**src/core/fas_pkg.sv**
```systemverilog
/*
 Package for the host-side autoselect query controller of a 16-bit parallel NOR flash.
 Assumes one 40 MHz clock, a synchronous active-high reset, and a flash wired to the pins.
*/
package fas_pkg;
   localparam int ADDR_W = 23;
   localparam int DATA_W = 16;
   // Timing
   localparam int CLK_PERIOD_NS = 25;
   localparam int ACCESS_NS = 70;
   localparam int SETUP_NS = 50;
   localparam int ACCESS_CYC = (ACCESS_NS + CLK_PERIOD_NS - 1) / CLK_PERIOD_NS;
   localparam int SETUP_CYC = (SETUP_NS + CLK_PERIOD_NS - 1) / CLK_PERIOD_NS;
   // Low address patterns of the query reads
   localparam logic [7:0] ADR_MAKER = 8'h00;
   localparam logic [7:0] ADR_PART1 = 8'h01;
   localparam logic [7:0] ADR_PART2 = 8'h0E;
   localparam logic [7:0] ADR_PART3 = 8'h0F;
   localparam logic [7:0] ADR_PROT = 8'h02;
   localparam logic [7:0] ADR_LOCK = 8'h03;
   // Command sequence
   localparam logic [11:0] CMD_ADR1 = 12'h555;
   localparam logic [11:0] CMD_ADR2 = 12'h2AA;
   localparam logic [15:0] CMD_DAT1 = 16'h00AA;
   localparam logic [15:0] CMD_DAT2 = 16'h0055;
   localparam logic [15:0] CMD_DAT3 = 16'h0090;
   localparam logic [15:0] CMD_EXIT = 16'h00F0;
   // Answer fields
   localparam int PROT_BIT = 0;
   localparam int LOCK_FACT_BIT = 7;
   localparam int LOCK_CUST_BIT = 6;
   // Secured region and sector map
   localparam logic [ADDR_W-1:0] OTP_FACT_LO = 23'h000000;
   localparam logic [ADDR_W-1:0] OTP_FACT_HI = 23'h00003F;
   localparam logic [ADDR_W-1:0] OTP_CUST_LO = 23'h000040;
   localparam logic [ADDR_W-1:0] OTP_CUST_HI = 23'h00007F;
   localparam logic [7:0] TOP_SMALL_PFX = 8'hFF;
   localparam logic [ADDR_W-1:0] TOP_SECT_BASE = 23'h7FF000;
   localparam int SMALL_SECT_SHIFT = 12;
   localparam int BIG_SECT_SHIFT = 15;
   localparam int BANK_LSB = 20;

   typedef enum logic [2:0] {
      FAS_OP_MAKER,
      FAS_OP_PART,
      FAS_OP_PROT,
      FAS_OP_LOCK,
      FAS_OP_EXIT
   } fas_op_t;

   typedef struct packed {
      fas_op_t op;
      logic use_hv;
      logic bank_sel;
      logic [2:0] bank;
      logic [ADDR_W-1:0] sect_addr;
   } fas_req_t;

   typedef struct packed {
      logic [DATA_W-1:0] code0;
      logic [DATA_W-1:0] code1;
      logic [DATA_W-1:0] code2;
      logic prot;
      logic fact_lock;
      logic cust_lock;
   } fas_rsp_t;

   typedef struct packed {
      logic ce_n;
      logic oe_n;
      logic we_n;
      logic hv_a9;
      logic dq_oe;
      logic [ADDR_W-1:0] addr;
      logic [DATA_W-1:0] dq;
   } fas_pins_t;

   // Sector index of a 4-Kword sector in the top 32-Kword group, or 8 for a large sector
   function automatic logic [3:0] top_sector(input logic [ADDR_W-1:0] a);
      if (a[ADDR_W-1 -: 8] == TOP_SMALL_PFX)
         return {1'b0, a[SMALL_SECT_SHIFT +: 3]};
      return 4'h8;
   endfunction
endpackage

```
**src/core/fas_host.sv**
```systemverilog
/*
 Host controller that runs autoselect queries on a parallel NOR flash.
 Assumes the flash pins are sampled here through two flops and the high-voltage driver obeys hv_a9.
*/
`timescale 1ns/1ps
module fas_host (
   input wire logic clk_in,
   input wire logic rst_in,
   input wire logic req_valid_in,
   input wire fas_pkg::fas_req_t req_in,
   output logic req_ready_out,
   output logic rsp_valid_out,
   output fas_pkg::fas_rsp_t rsp_out,
   output logic [3:0] top_sector_out,
   output logic otp_cust_out,
   input wire logic [fas_pkg::DATA_W-1:0] dq_in,
   output fas_pkg::fas_pins_t pins_out
);
   // ----------------------------------------
   // State
   // ----------------------------------------
   typedef enum logic [3:0] {
      S_IDLE, S_HV_SETUP, S_WR, S_WR_GAP, S_RD, S_RD_GAP, S_DONE
   } fas_state_t;

   typedef struct packed {
      fas_state_t st;
      fas_pkg::fas_req_t req;
      logic [1:0] wr_idx;
      logic [1:0] rd_idx;
      logic [3:0] cnt;
      fas_pkg::fas_pins_t pins;
      fas_pkg::fas_rsp_t rsp;
      logic rsp_valid;
      logic ready;
      logic [3:0] top_sect;
      logic otp_cust;
   } fas_host_state_t;

   fas_host_state_t s_q, s_d;
   logic [fas_pkg::DATA_W-1:0] dq_meta_q, dq_sync_q;

   always_ff @(posedge clk_in) begin
      dq_meta_q <= dq_in;
      dq_sync_q <= dq_meta_q;
   end

   function automatic logic [1:0] rd_count(input fas_pkg::fas_op_t op);
      return (op == fas_pkg::FAS_OP_PART) ? 2'd3 : 2'd1;
   endfunction

   // Low address of read number i for an operation
   function automatic logic [7:0] rd_addr(input fas_pkg::fas_op_t op, input logic [1:0] i);
      case (op)
         fas_pkg::FAS_OP_MAKER: return fas_pkg::ADR_MAKER;
         fas_pkg::FAS_OP_PART: begin
            if (i == 2'd0) return fas_pkg::ADR_PART1;
            if (i == 2'd1) return fas_pkg::ADR_PART2;
            return fas_pkg::ADR_PART3;
         end
         fas_pkg::FAS_OP_PROT: return fas_pkg::ADR_PROT;
         default: return fas_pkg::ADR_LOCK;
      endcase
   endfunction

   // ----------------------------------------
   // Next state
   // ----------------------------------------
   always_comb begin
      logic [fas_pkg::ADDR_W-1:0] a;
      a = '0;
      s_d = s_q;
      s_d.rsp_valid = 1'b0;
      case (s_q.st)
         S_IDLE: begin
            s_d.ready = 1'b1;
            s_d.pins.hv_a9 = 1'b0;
            if (req_valid_in && s_q.ready) begin
               s_d.req = req_in;
               s_d.ready = 1'b0;
               s_d.wr_idx = (req_in.op == fas_pkg::FAS_OP_EXIT) ? 2'd2 : 2'd0;
               s_d.rd_idx = 2'd0;
               s_d.rsp = '0;
               s_d.top_sect = fas_pkg::top_sector(req_in.sect_addr);
               s_d.otp_cust = (req_in.sect_addr >= fas_pkg::OTP_CUST_LO) &&
                  (req_in.sect_addr <= fas_pkg::OTP_CUST_HI);
               s_d.cnt = 4'(fas_pkg::SETUP_CYC);
               if (req_in.use_hv && req_in.op != fas_pkg::FAS_OP_EXIT) begin
                  s_d.pins.hv_a9 = 1'b1;
                  s_d.st = S_HV_SETUP;
               end else begin
                  s_d.st = S_WR;
               end
            end
         end
         S_HV_SETUP: begin
            if (s_q.cnt == 4'h0) s_d.st = S_RD;
            else s_d.cnt = s_q.cnt - 4'h1;
         end
         S_WR: begin
            a = '0;
            case (s_q.wr_idx)
               2'd0: begin a[11:0] = fas_pkg::CMD_ADR1; s_d.pins.dq = fas_pkg::CMD_DAT1; end
               2'd1: begin a[11:0] = fas_pkg::CMD_ADR2; s_d.pins.dq = fas_pkg::CMD_DAT2; end
               default: begin
                  a[11:0] = fas_pkg::CMD_ADR1;
                  s_d.pins.dq = (s_q.req.op == fas_pkg::FAS_OP_EXIT) ? fas_pkg::CMD_EXIT : fas_pkg::CMD_DAT3;
                  if (s_q.req.bank_sel)
                     a[fas_pkg::BANK_LSB +: 3] = s_q.req.bank;
               end
            endcase
            s_d.pins.addr = a;
            s_d.pins.ce_n = 1'b0;
            s_d.pins.we_n = 1'b0;
            s_d.pins.dq_oe = 1'b1;
            s_d.st = S_WR_GAP;
         end
         S_WR_GAP: begin
            s_d.pins.we_n = 1'b1;
            s_d.pins.ce_n = 1'b1;
            s_d.pins.dq_oe = 1'b0;
            if (s_q.req.op == fas_pkg::FAS_OP_EXIT) begin
               s_d.st = S_DONE;
            end else if (s_q.wr_idx == 2'd2) begin
               s_d.st = S_RD;
            end else begin
               s_d.wr_idx = s_q.wr_idx + 2'd1;
               s_d.st = S_WR;
            end
         end
         S_RD: begin
            a = '0;
            a[7:0] = rd_addr(s_q.req.op, s_q.rd_idx);
            if (s_q.req.op == fas_pkg::FAS_OP_PROT)
               a[fas_pkg::ADDR_W-1:fas_pkg::SMALL_SECT_SHIFT] =
                  s_q.req.sect_addr[fas_pkg::ADDR_W-1:fas_pkg::SMALL_SECT_SHIFT];
            else if (s_q.req.bank_sel && !s_q.req.use_hv)
               a[fas_pkg::BANK_LSB +: 3] = s_q.req.bank;
            s_d.pins.addr = a;
            s_d.pins.ce_n = 1'b0;
            s_d.pins.oe_n = 1'b0;
            s_d.pins.dq_oe = 1'b0;
            // Wait access plus two sync flops before sampling
            if (s_q.pins.oe_n) begin
               s_d.cnt = 4'(fas_pkg::ACCESS_CYC + 2);
            end else if (s_q.cnt != 4'h0) begin
               s_d.cnt = s_q.cnt - 4'h1;
            end else begin
               case (s_q.req.op)
                  fas_pkg::FAS_OP_PART: begin
                     if (s_q.rd_idx == 2'd0) s_d.rsp.code0 = dq_sync_q;
                     else if (s_q.rd_idx == 2'd1) s_d.rsp.code1 = dq_sync_q;
                     else s_d.rsp.code2 = dq_sync_q;
                  end
                  fas_pkg::FAS_OP_PROT: begin
                     s_d.rsp.code0 = dq_sync_q;
                     s_d.rsp.prot = dq_sync_q[fas_pkg::PROT_BIT];
                  end
                  fas_pkg::FAS_OP_LOCK: begin
                     s_d.rsp.code0 = dq_sync_q;
                     s_d.rsp.fact_lock = dq_sync_q[fas_pkg::LOCK_FACT_BIT];
                     s_d.rsp.cust_lock = dq_sync_q[fas_pkg::LOCK_FACT_BIT] & dq_sync_q[fas_pkg::LOCK_CUST_BIT];
                  end
                  default: s_d.rsp.code0 = {8'h00, dq_sync_q[7:0]};
               endcase
               s_d.pins.oe_n = 1'b1;
               s_d.pins.ce_n = 1'b1;
               s_d.st = S_RD_GAP;
            end
         end
         S_RD_GAP: begin
            if (s_q.rd_idx + 2'd1 >= rd_count(s_q.req.op)) begin
               s_d.st = S_DONE;
            end else begin
               s_d.rd_idx = s_q.rd_idx + 2'd1;
               s_d.st = S_RD;
            end
         end
         S_DONE: begin
            s_d.pins.hv_a9 = 1'b0;
            s_d.rsp_valid = 1'b1;
            s_d.st = S_IDLE;
         end
         default: s_d.st = S_IDLE;
      endcase
   end

   always_ff @(posedge clk_in) begin
      if (rst_in) begin
         s_q <= '0;
         s_q.st <= S_IDLE;
         s_q.pins.ce_n <= 1'b1;
         s_q.pins.oe_n <= 1'b1;
         s_q.pins.we_n <= 1'b1;
      end else begin
         s_q <= s_d;
      end
   end

   assign req_ready_out = s_q.ready;
   assign rsp_valid_out = s_q.rsp_valid;
   assign rsp_out = s_q.rsp;
   assign top_sector_out = s_q.top_sect;
   assign otp_cust_out = s_q.otp_cust;
   assign pins_out = s_q.pins;

   // ----------------------------------------
   // Checks
   // ----------------------------------------
   a_hv_during_read: assert property (@(posedge clk_in) disable iff (rst_in)
      (s_q.st == S_RD && s_q.req.use_hv && s_q.req.op != fas_pkg::FAS_OP_EXIT) |-> pins_out.hv_a9)
      else $error("high voltage missing in read");
   a_no_drive_read: assert property (@(posedge clk_in) disable iff (rst_in)
      !pins_out.oe_n |-> !pins_out.dq_oe)
      else $error("bus driven while flash outputs");
   a_oe_hold_access: assert property (@(posedge clk_in) disable iff (rst_in)
      $fell(pins_out.oe_n) |-> !pins_out.oe_n [*4])
      else $error("read shorter than access time");
   a_write_pulse_one: assert property (@(posedge clk_in) disable iff (rst_in)
      $fell(pins_out.we_n) |=> pins_out.we_n)
      else $error("write pulse not one cycle");
   a_prot_sect_addr: assert property (@(posedge clk_in) disable iff (rst_in)
      (!pins_out.oe_n && s_q.req.op == fas_pkg::FAS_OP_PROT) |->
      pins_out.addr[22:12] == s_q.req.sect_addr[22:12])
      else $error("sector address wrong");
   a_prot_bit_map: assert property (@(posedge clk_in) disable iff (rst_in)
      (rsp_valid_out && s_q.req.op == fas_pkg::FAS_OP_PROT) |-> rsp_out.prot == rsp_out.code0[0])
      else $error("protect bit wrong");
   a_lock_bits_map: assert property (@(posedge clk_in) disable iff (rst_in)
      (rsp_valid_out && s_q.req.op == fas_pkg::FAS_OP_LOCK) |-> (!rsp_out.cust_lock || rsp_out.fact_lock))
      else $error("customer lock without factory");
   a_top_sect_dec: assert property (@(posedge clk_in) disable iff (rst_in)
      (s_q.st != S_IDLE && s_q.req.sect_addr >= fas_pkg::TOP_SECT_BASE) |-> top_sector_out == 4'h7)
      else $error("top sector decode wrong");
   a_otp_cust_dec: assert property (@(posedge clk_in) disable iff (rst_in)
      (s_q.st != S_IDLE && s_q.req.sect_addr <= fas_pkg::OTP_FACT_HI) |-> !otp_cust_out)
      else $error("factory words flagged customer");
   a_rsp_pulse: assert property (@(posedge clk_in) disable iff (rst_in)
      rsp_valid_out |=> !rsp_valid_out && req_ready_out)
      else $error("response not one pulse");
endmodule // fas_host

```
**config.mk**
```make
export PLATFORM = sky130hd
export DESIGN_NAME = fas_host
export DESIGN_NICKNAME = d
export VERILOG_FILES = /design/src/core/fas_pkg.sv /design/src/core/fas_host.sv
export SDC_FILE = /design/constraint.sdc
export NUM_CORES = 1
export LEC_CHECK = 0
export ABC_AREA = 1
export BUFFER_PORTS_ARGS = -buffer_cell sky130_fd_sc_hd__buf_2
export CAP_MARGIN = 20
export CORE_ASPECT_RATIO = 0.9
export CORE_MARGIN = 2
export CORE_UTILIZATION = 45
export DETAILED_ROUTE_END_ITERATION = 6
export PLACE_DENSITY_LB_ADDON = 0.15
export SLEW_MARGIN = 10
export SYNTH_ARGS = -nofsm -noshare
export SYNTH_HDL_FRONTEND = slang
export SYNTH_SLANG_ARGS = --single-unit
```
**constraint.sdc**
```tcl
create_clock -name clk_in -period 4.1 [get_ports clk_in]
set_input_delay 1.025 -clock clk_in [delete_from_list [all_inputs] [get_ports clk_in]]
set_output_delay 1.025 -clock clk_in [all_outputs]
set_load 0.05 [all_outputs]
```
==> flow_summary.yaml, run 1 <==
synthesis:
  synth_cell_types: 34
  synth_warnings: 0
  synth.yosys.seq_area_share_pct: 44.5
  synth-seq-cells: 148
  postSynthCellCount: 892
  syn_area_mm2: 0.00666
  syn_area_per_cell_um2: 7.47
floorplan:
  rows: 42
  io_pins: 152
  dieArea_mm2: 0.0158
  die_h_um: 119
  start_util_pct: 45.6
  core_mm2: 0.0146
  die_w_um: 132
finish:
  fin_cells: 1134
  fillers: 1529
  post-route-util_pct: 50.3
  drive_above_1_share_pct: 21.6
  final_common_cell: "nand2_1"
  fin_area_mm2: 0.00735
  area_growth_syn_to_layout_pct: 10.3
  fin_nets: 983
  antenna_cells: 0
  mostFrequentLayoutCells: "nand2_1 (182), dfxtp_1 (148), nor2_1 (142), buf_2 (136), nand3_1 (69)"
worst_setup_path:
  worst_ep_required_time_ns: 4.46
  arrival_ns: 2.95
  cpPeakStageDelay_ns: 0.65
  critical_path.max_fanout: 25
  rrSetupSlack_ns: 1.51
  critPathSlowestCell: "and2_1"
  r2r_cells: 8
  worst_setup_path_start_kind: "flop"
  crit_family: "simple AND/OR/NAND/NOR gates"
  worstReg2RegEnd: "rsp_out[27]$_SDFFE_PP0P_"
  critPathBufInv: 2
  endpoint_kind: "flop"
  crit_chain: "inv_1 -> nand2_2 -> nor2_4 -> buf_4 -> a21oi_4 -> and2_1 -> nor2_1 -> nor2_2"
  critPathKind: "reg -> reg"
  reg2reg_from: "s_q[141]$_SDFFE_PP0P_"
job:
  cap_violations: 0
route:
  via_count: 5284
  drt_pre_antenna_iters: 4
  avgRoutedWirePerCell_um: 13.3
  ant_nets: 0
  drt-initial-drc-count: 385
  routed_wl_mm: 15.1
  drc: 0
  viasPerCell: 4.66
sta:
  setup_violations: 0
  maxSlewViolCount: 0
  final-hold-violation-count: 0
  rsz0062_at_grt: "no"
  finalSetupTns_ns: 0
  fin_skew_ns: 0.0165
  clock.fmax_ghz: 0.386
  worst_pin_slew_ns: 0.678
  fin_crit_ns: 2.59
  relSlewSlack_pct: 54.8
  period_share_pct: 63.1
clock_tree:
  root_buffer: "clkbuf_16"
  cts_setup_buffers: 0
  cts_buffer_depth: 2
  cts_resized: 0
  cts_made_buffers: 17
  cts_tree: "built"
  clk_pin_slew_ns: 0.06
  clk_latency_ns: 0.43
  cts.sinks: 148
  cts_hold_buf: 0
  htreeDepth: 4
power_and_ir_drop:
  ir_drop_v: 0.000342
  power.leakage_nw: 3.60
  p_per_area_mw_per_mm2: 575
grt:
  grt_overflow: 0
  antenna_found_initial: 0
  grt_pass1_wl_mm: 25.0
  grt_pass1_vias: 4849
  grt_max_degree: 44
  grt_usage_pct: 20.1
min_path:
  hold-path-endpoint: "dq_sync_q[13]$_DFF_P_"
  min_path_type: "reg -> reg"
  holdPathStages: 0
  min-delay-start: "dq_meta_q[13]$_DFF_P_"
place:
  gp_congestion: 0.805
  dp_cells: 1104
  io_buffers: 136
  hpwl_mm: 10.5
  post_dp_cell_area_mm2: 0.00671
run_status:
  outcome: "complete, no violations"
metal layers:
| metal | wire length (um) | GRT usage (%) | part of all wire (%) |
|---|---|---|---|
| met1 | 7800 | 29.5 | 52 |
| met2 | 6290 | 28.1 | 42 |
| met3 | 780 | 5.45 | 5.2 |
| met4 | 246 | 6.99 | 1.6 |
| met5 | 0 | 0 | 0 |
flip-flops by register name, summed over array words and instances, names as in the netlist:
signal	cells
rsp_out	51
s_q	30
pins_out	28
dq_meta_q	16
dq_sync_q	16
top_sector_out	4
otp_cust_out	1
req_ready_out	1
rsp_valid_out	1
cells by family after synthesis:
group | share of synthesized area, %
simple gates | 28.4
buf+inv | 18.3
flops | 44.5
compound gates | 7.06
fa+ha+maj | 1.50
xor+xnor | 0.132
other cells | 0.0563
power by group:
part | leakage (nW) | internal, mW | total [mW] | switching [mW]
Clock | 0.312 | 1.08 | 1.66 | 0.582
Sequential | 1.22 | 1.57 | 1.64 | 0.0709
Combinational | 2.07 | 0.225 | 0.926 | 0.701
area by class of cell:
cell class,instances,area [um2],area share [%]
flip-flops and latches,148,2960,40.3
inverters,71,267,3.63
well taps,198,248,3.37
repair buffers,142,726,9.88
multi-input cells,545,2510,34.2
clock inverters,8,148,2.01
clock buffers,22,484,6.59
metrics by stage:
stage	total power, mW	setup WS (ns)	hold WS, ns
after CTS	4.26	1.51	0.325
after global routing	4.44	1.28	0.329
after global placement	2.60	1.37	0.310
after floorplan	2.53	2.00	0.310
after detailed placement	2.60	1.35	0.313
final	4.22	1.51	0.324
how the worst max path moves through the flow:
stage / start / end / slack, ns / cells after the start
6_report: s_q[141]$_SDFFE_PP0P_ / rsp_out[27]$_SDFFE_PP0P_ / 1.51 / 8
5_1_grt: s_q[141]$_SDFFE_PP0P_ / rsp_out[27]$_SDFFE_PP0P_ / 1.28 / 8
4_1_cts: s_q[141]$_SDFFE_PP0P_ / rsp_out[27]$_SDFFE_PP0P_ / 1.51 / 8
3_5_place_dp: req_valid_in / rsp_out[14]$_SDFFE_PP0P_ / 1.35 / 10
3_3_place_gp: req_valid_in / rsp_out[7]$_SDFFE_PP0P_ / 1.37 / 10
2_1_floorplan: rst_in / rsp_out[40]$_SDFFE_PP0P_ / 2.00 / 6
synth_stat cells (all sizes together):
master / n / area share, %
nand2: 187 / 11
nor2: 156 / 9.6
dfxtp: 148 / 44
buf: 123 / 14
nand3: 71 / 5.5
inv: 70 / 3.9
a21oi: 46 / 3.8
o21ai: 31 / 2.3
nand4: 20 / 1.9
clkbuf: 13 / 0.73
ha: 8 / 1.5
a31oi: 5 / 0.47
nor3: 2 / 0.15
o211ai: 2 / 0.23
or2: 2 / 0.19
and2: 1 / 0.094
clkinv: 1 / 0.056
conb: 1 / 0.056
nand3b: 1 / 0.11
nor3b: 1 / 0.11
o21a: 1 / 0.11
o221ai: 1 / 0.13
xor2: 1 / 0.13
(Power assumes the default switching activity.)
==> run 2: changes to the inputs <==
==> constraint.sdc (replaced) <==
create_clock -name clk_in -period 2.5 [get_ports clk_in]
set_input_delay 0.625 -clock clk_in [delete_from_list [all_inputs] [get_ports clk_in]]
set_output_delay 0.625 -clock clk_in [all_outputs]
set_load 0.05 [all_outputs]
==> run 2 against run 1 <==
Power grew 62%. Final area rose by 0.68%. Cell count rose by 0.79%. Die area stayed put. Sequential share of layout area is 0.27 points lower. Clock power up 57%. Combinational power grew 67%. Sequential power is 64% higher. First-iteration DRC count grew 8.1%. Non-clock buffer count grew 7. Critical path depth grew 1. Clock skew down 0.0063 ns. Critical path type unchanged. Largest cell class unchanged. Highest routed layer unchanged.
==> flow_summary.yaml, run 2 (synthesis gave the netlist of run 1 again) <==
power_and_ir_drop:
  internal-power_mw: 4.61
  power_switching_mw: 2.23
  p_clk_share_pct: 38.1
  p_per_area_mw_per_mm2: 924
  seqPwrFrac_pct: 39.3
  sw_frac_of_total_pct: 32.6
  combinationalPowerShare_pct: 22.6
  power.leakage_nw: 3.63
  ir_drop_v: 0.000485
route:
  viasPerCell: 4.66
  drt-initial-drc-count: 416
  routed_wl_mm: 15.1
  drc: 0
  via_count: 5328
  avgRoutedWirePerCell_um: 13.2
  ant_nets: 0
  drt_pre_antenna_iters: 5
clock_tree:
  cts_hold_buf: 0
  clk_pin_slew_ns: 0.06
  clk_latency_ns: 0.42
  cts_tree: "built"
  cts.sinks: 148
  root_buffer: "clkbuf_16"
  htreeDepth: 4
  cts_made_buffers: 17
  cts_setup_buffers: 0
  cts_buffer_depth: 2
  cts_resized: 0
grt:
  grt_overflow: 0
  grt_usage_pct: 19.5
  grt_pass1_vias: 4782
  grt_pass1_wl_mm: 24.2
  grt_max_degree: 61
  antenna_found_initial: 0
sta:
  worst_pin_slew_ns: 0.592
  rsz0062_at_grt: "no"
  setup_ws_ns: 0.296
  fin_skew_ns: 0.0103
  period_share_pct: 88.2
  maxSlewViolCount: 0
  setup_violations: 0
  fin_crit_ns: 2.20
  relSlewSlack_pct: 60.4
  finalSetupTns_ns: 0
  whs_ns: 0.307
  clock.fmax_ghz: 0.454
  final-hold-violation-count: 0
place:
  gp_congestion: 0.810
  dp_cells: 1111
  hpwl_mm: 10.6
  io_buffers: 136
  place_ws_ns: 0.201
  post_dp_cell_area_mm2: 0.00679
floorplan:
  core_mm2: 0.0146
  die_h_um: 119
  start_util_pct: 45.6
  die_w_um: 132
  io_pins: 152
  dieArea_mm2: 0.0158
  rows: 42
worst_setup_path:
  arrival_ns: 2.51
  critPathKind: "reg -> reg"
  worst_setup_path_start_kind: "flop"
  endpoint_kind: "flop"
  critical_path.max_fanout: 22
  worst_ep_required_time_ns: 2.80
finish:
  fillers: 1539
  largest_register_ffs: 51
  antenna_cells: 0
  drive_above_1_share_pct: 22.1
  final_common_cell: "nand2_1"
  mostFrequentLayoutCells: "nand2_1 (182), dfxtp_1 (148), nor2_1 (142), buf_2 (136), nand3_1 (69)"
  area_growth_syn_to_layout_pct: 11.1
  fin_area_mm2: 0.00740
  fin_cells: 1143
  fin_nets: 990
run_status:
  outcome: "complete, no violations"
min_path:
  min_path_type: "in -> reg"
job:
  cap_violations: 0
[run 2: stage by stage]
step           utilization (%)  total power [mW]
6_report                  50.6              6.84
5_1_grt                   50.6              7.18
3_5_place_dp              46.5              4.29
3_3_place_gp              46.5              4.28
4_1_cts                   50.6              6.89
2_1_floorplan                -              4.16
[run 2: worst max-delay path: stages, from the launching register on]
cell	delay, ns
dfxtp_1	0.31
inv_1	0.11
ha_1	0.21
nand2_1	0.07
nor2_1	0.17
nor2_1	0.10
nor2_4	0.34
nand3_2	0.46
nor2_1	0.26
nor2_1	0.07
[run 2: cell type report]
type	instances	area [um2]	share of cell area, %
Multi-Input combinational cell	545	2510	34.0
Timing Repair Buffer	149	803	10.9
Sequential cell	148	2960	40.1
Clock buffer	23	478	6.46
Clock inverter	9	126	1.71
Inverter	71	267	3.60
Tap cell	198	248	3.35
[run 2: worst paths after layout]
check	endpoint	startpoint	depth (start not counted)	slack (ns)
setup / recovery	rsp_out[35]$_SDFFE_PP0P_	s_q[102]$_SDFFE_PP0P_	9	0.30
hold / removal	dq_meta_q[6]$_DFF_P_	dq_in[6]	1	0.31
setup reg to reg	rsp_out[35]$_SDFFE_PP0P_	s_q[102]$_SDFFE_PP0P_	9	0.30
hold reg to reg	dq_sync_q[0]$_DFF_P_	dq_meta_q[0]$_DFF_P_	0	0.32
[run 2: layer usage]
| layer | vias up | global-route usage (%) | wire length (um) |
|---|---|---|---|
| met5 | - | 0 | 0 |
| met4 | 0 | 6.05 | 132 |
| met3 | 12 | 5.49 | 824 |
| met2 | 139 | 28.2 | 6410 |
| met1 | 2391 | 28.1 | 7740 |
| li1 | 2786 | - | - |
[run 2: power by group through the flow]
stage / registers (mW) / logic (mW) / clock network (mW)
final: 2.69 / 1.55 / 2.60
after global routing: 2.71 / 1.70 / 2.77
after CTS: 2.69 / 1.56 / 2.65
after detailed placement: 2.74 / 1.55 / 0
after global placement: 2.74 / 1.54 / 0
after floorplan: 2.71 / 1.44 / 0
==> run 3: changes to the inputs <==
--- a/config.mk
+++ b/config.mk
@@ -5,14 +5,13 @@
 export SDC_FILE = /design/constraint.sdc
 export NUM_CORES = 1
 export LEC_CHECK = 0
-export ABC_AREA = 1
 export BUFFER_PORTS_ARGS = -buffer_cell sky130_fd_sc_hd__buf_2
 export CAP_MARGIN = 20
 export CORE_ASPECT_RATIO = 0.9
 export CORE_MARGIN = 2
-export CORE_UTILIZATION = 45
+export CORE_UTILIZATION = 37
 export DETAILED_ROUTE_END_ITERATION = 6
-export PLACE_DENSITY_LB_ADDON = 0.15
+export PLACE_DENSITY = 0.62
 export SLEW_MARGIN = 10
 export SYNTH_ARGS = -nofsm -noshare
 export SYNTH_HDL_FRONTEND = slang
==> run 3 against run 2 <==
Global-route usage is 3.8 points lower. Critical endpoint is now s_q[105]$_SDFFE_PP0P_. First-iteration DRC count fell by 43%. Highest routed layer unchanged. Sequential share of layout area down 0.97 points. Largest cell class unchanged.
==> flow_summary.yaml, run 3 <==
synthesis:
  postSynthCellCount: 709
  synth_warnings: 0
  synth.yosys.seq_area_share_pct: 44.6
  synth_edf_count: 0
  synth_cell_types: 60
  syn_area_mm2: 0.00664
  syn_area_per_cell_um2: 9.37
  synth_ff_type: "dfxtp_1"
  ys_top_cells_by_count: "dfxtp_1 (148), buf_4 (102), nand2_1 (64), nand2b_1 (56), mux2i_1 (50)"
  ys_async_sr_fraction_pct: 0
  netlist.area_leader.share_pct: 44.6
  yosysTopAreaCell: "dfxtp_1"
  yosys-top-cells-area: "dfxtp_1 (45%), buf_4 (12%), mux2i_1 (7.5%)"
  synth-seq-cells: 148
  synth_most_common_cell: "dfxtp_1"
worst_setup_path:
  critPathSlowestCell: "or4_1"
  cpPeakStageDelay_ns: 0.53
  crit_chain: "inv_1 -> ha_1 -> nor3b_2 -> a311o_1 -> or4_1 -> a211oi_1"
  worst_ep_required_time_ns: 2.83
  crit_start: "s_q[102]$_SDFFE_PP0P_"
  endpoint_kind: "flop"
  arrival_ns: 2.48
  critical_path.max_fanout: 8
  critPathBufInv: 1
  crit_family: "simple AND/OR/NAND/NOR gates"
  worst_setup_path_start_kind: "flop"
  reg2reg_from: "s_q[102]$_SDFFE_PP0P_"
  critPathKind: "reg -> reg"
floorplan:
  core_mm2: 0.0176
  rows: 46
  dieArea_mm2: 0.0190
  start_util_pct: 37.7
  die_w_um: 145
  die_h_um: 131
  io_pins: 152
route:
  avgRoutedWirePerCell_um: 14.8
  drt-initial-drc-count: 237
  via_count: 4834
  drc: 0
  viasPerCell: 4.78
  drt_pre_antenna_iters: 5
  ant_nets: 0
  routed_wl_mm: 15.0
grt:
  grt_max_degree: 43
  grt_pass1_wl_mm: 23.5
  grt_pass1_vias: 4487
  antenna_found_initial: 0
  grt_overflow: 0
  grt_usage_pct: 15.7
power_and_ir_drop:
  seqPwrFrac_pct: 42.6
  combinationalPowerShare_pct: 12.9
  power.total_mw: 5.91
  power.leakage_nw: 3.33
  p_per_area_mw_per_mm2: 780
  sw_frac_of_total_pct: 26.7
  ir_drop_v: 0.000454
  internal-power_mw: 4.34
  power_switching_mw: 1.58
  p_clk_share_pct: 44.5
finish:
  fin_cells: 1012
  mostFrequentLayoutCells: "dfxtp_1 (148), buf_2 (135), nand2_1 (64), nand2b_1 (56), mux2i_1 (50)"
  final_common_cell: "dfxtp_1"
  drive_above_1_share_pct: 27.8
  antenna_cells: 0
  fin_nets: 817
  post-route-util_pct: 43.0
  largest_register_ffs: 51
  area_growth_syn_to_layout_pct: 14.2
place:
  hpwl_mm: 10.3
  dp_cells: 980
  gp_congestion: 0.837
  place_ws_ns: 0.363
  io_buffers: 136
clock_tree:
  root_buffer: "clkbuf_16"
  cts.sinks: 148
  cts_tree: "built"
  cts_made_buffers: 17
  clk_latency_ns: 0.42
  cts_hold_buf: 0
  clk_pin_slew_ns: 0.06
  cts_setup_buffers: 0
  cts_resized: 0
  cts_buffer_depth: 2
  htreeDepth: 4
sta:
  worst_pin_slew_ns: 0.555
  setup_ws_ns: 0.354
  period_share_pct: 85.8
  maxSlewViolCount: 0
  clock.fmax_ghz: 0.466
  setup_violations: 0
  fin_skew_ns: 0.00847
  rsz0062_at_grt: "no"
  final-hold-violation-count: 0
  finalSetupTns_ns: 0
  relSlewSlack_pct: 62.9
  fin_crit_ns: 2.15
min_path:
  min_path_type: "in -> reg"
  min-delay-start: "dq_in[15]"
job:
  cap_violations: 0
run_status:
  outcome: "complete, no violations"
==> run 3: area by class of cell <==
| class | instances | area, um2 |
|---|---|---|
| Timing Repair Buffer | 164 | 931 |
| Inverter | 12 | 45.0 |
| Fill cell | 1785 | 10000 |
| Sequential cell | 148 | 2960 |
| Multi-Input combinational cell | 416 | 2730 |
| Clock buffer | 19 | 453 |
| Tap cell | 240 | 300 |
| Clock inverter | 13 | 156 |
==> run 3: worst paths after layout <==
path	to	slack (ns)	cells past startpoint
setup reg to reg	s_q[105]$_SDFFE_PP0P_	0.35	6
setup / recovery	s_q[105]$_SDFFE_PP0P_	0.35	6
hold reg to reg	dq_sync_q[6]$_DFF_P_	0.32	0
hold / removal	dq_meta_q[15]$_DFF_P_	0.30	1
==> run 3: logic make-up after synthesis <==
kind of cell	synth area share, %
simple gates	19.8
xor+xnor	0.132
flops	44.6
fa+ha+maj	1.51
buf+inv	14.8
compound gates	11.4
mux	7.71
other cells	0.0565
==> run 3: stage by stage <==
stage	hold slack (ns)	instance area, um2
after global routing	0.283	7580
final	0.304	7580
after floorplan	0.310	6670
after detailed placement	0.313	6970
after global placement	0.310	6970
after CTS	0.284	7580
==> run 3: per-layer routing <==
metal / vias up / wire length, um / global-route usage [%]
met4: 0 / 128 / 4.67
met3: 12 / 695 / 3.91
met1: 2279 / 7380 / 21.6
li1: 2423 / - / -
met5: - / 0 / 0
met2: 120 / 6770 / 24.6
==> run 3: power by group through the flow <==
stage	Sequential, mW	Combinational [mW]	Clock (mW)
after detailed placement	2.57	0.767	0
after floorplan	2.55	0.613	0
after global routing	2.53	0.829	2.80
after global placement	2.57	0.764	0
after CTS	2.52	0.769	2.69
final	2.52	0.763	2.63
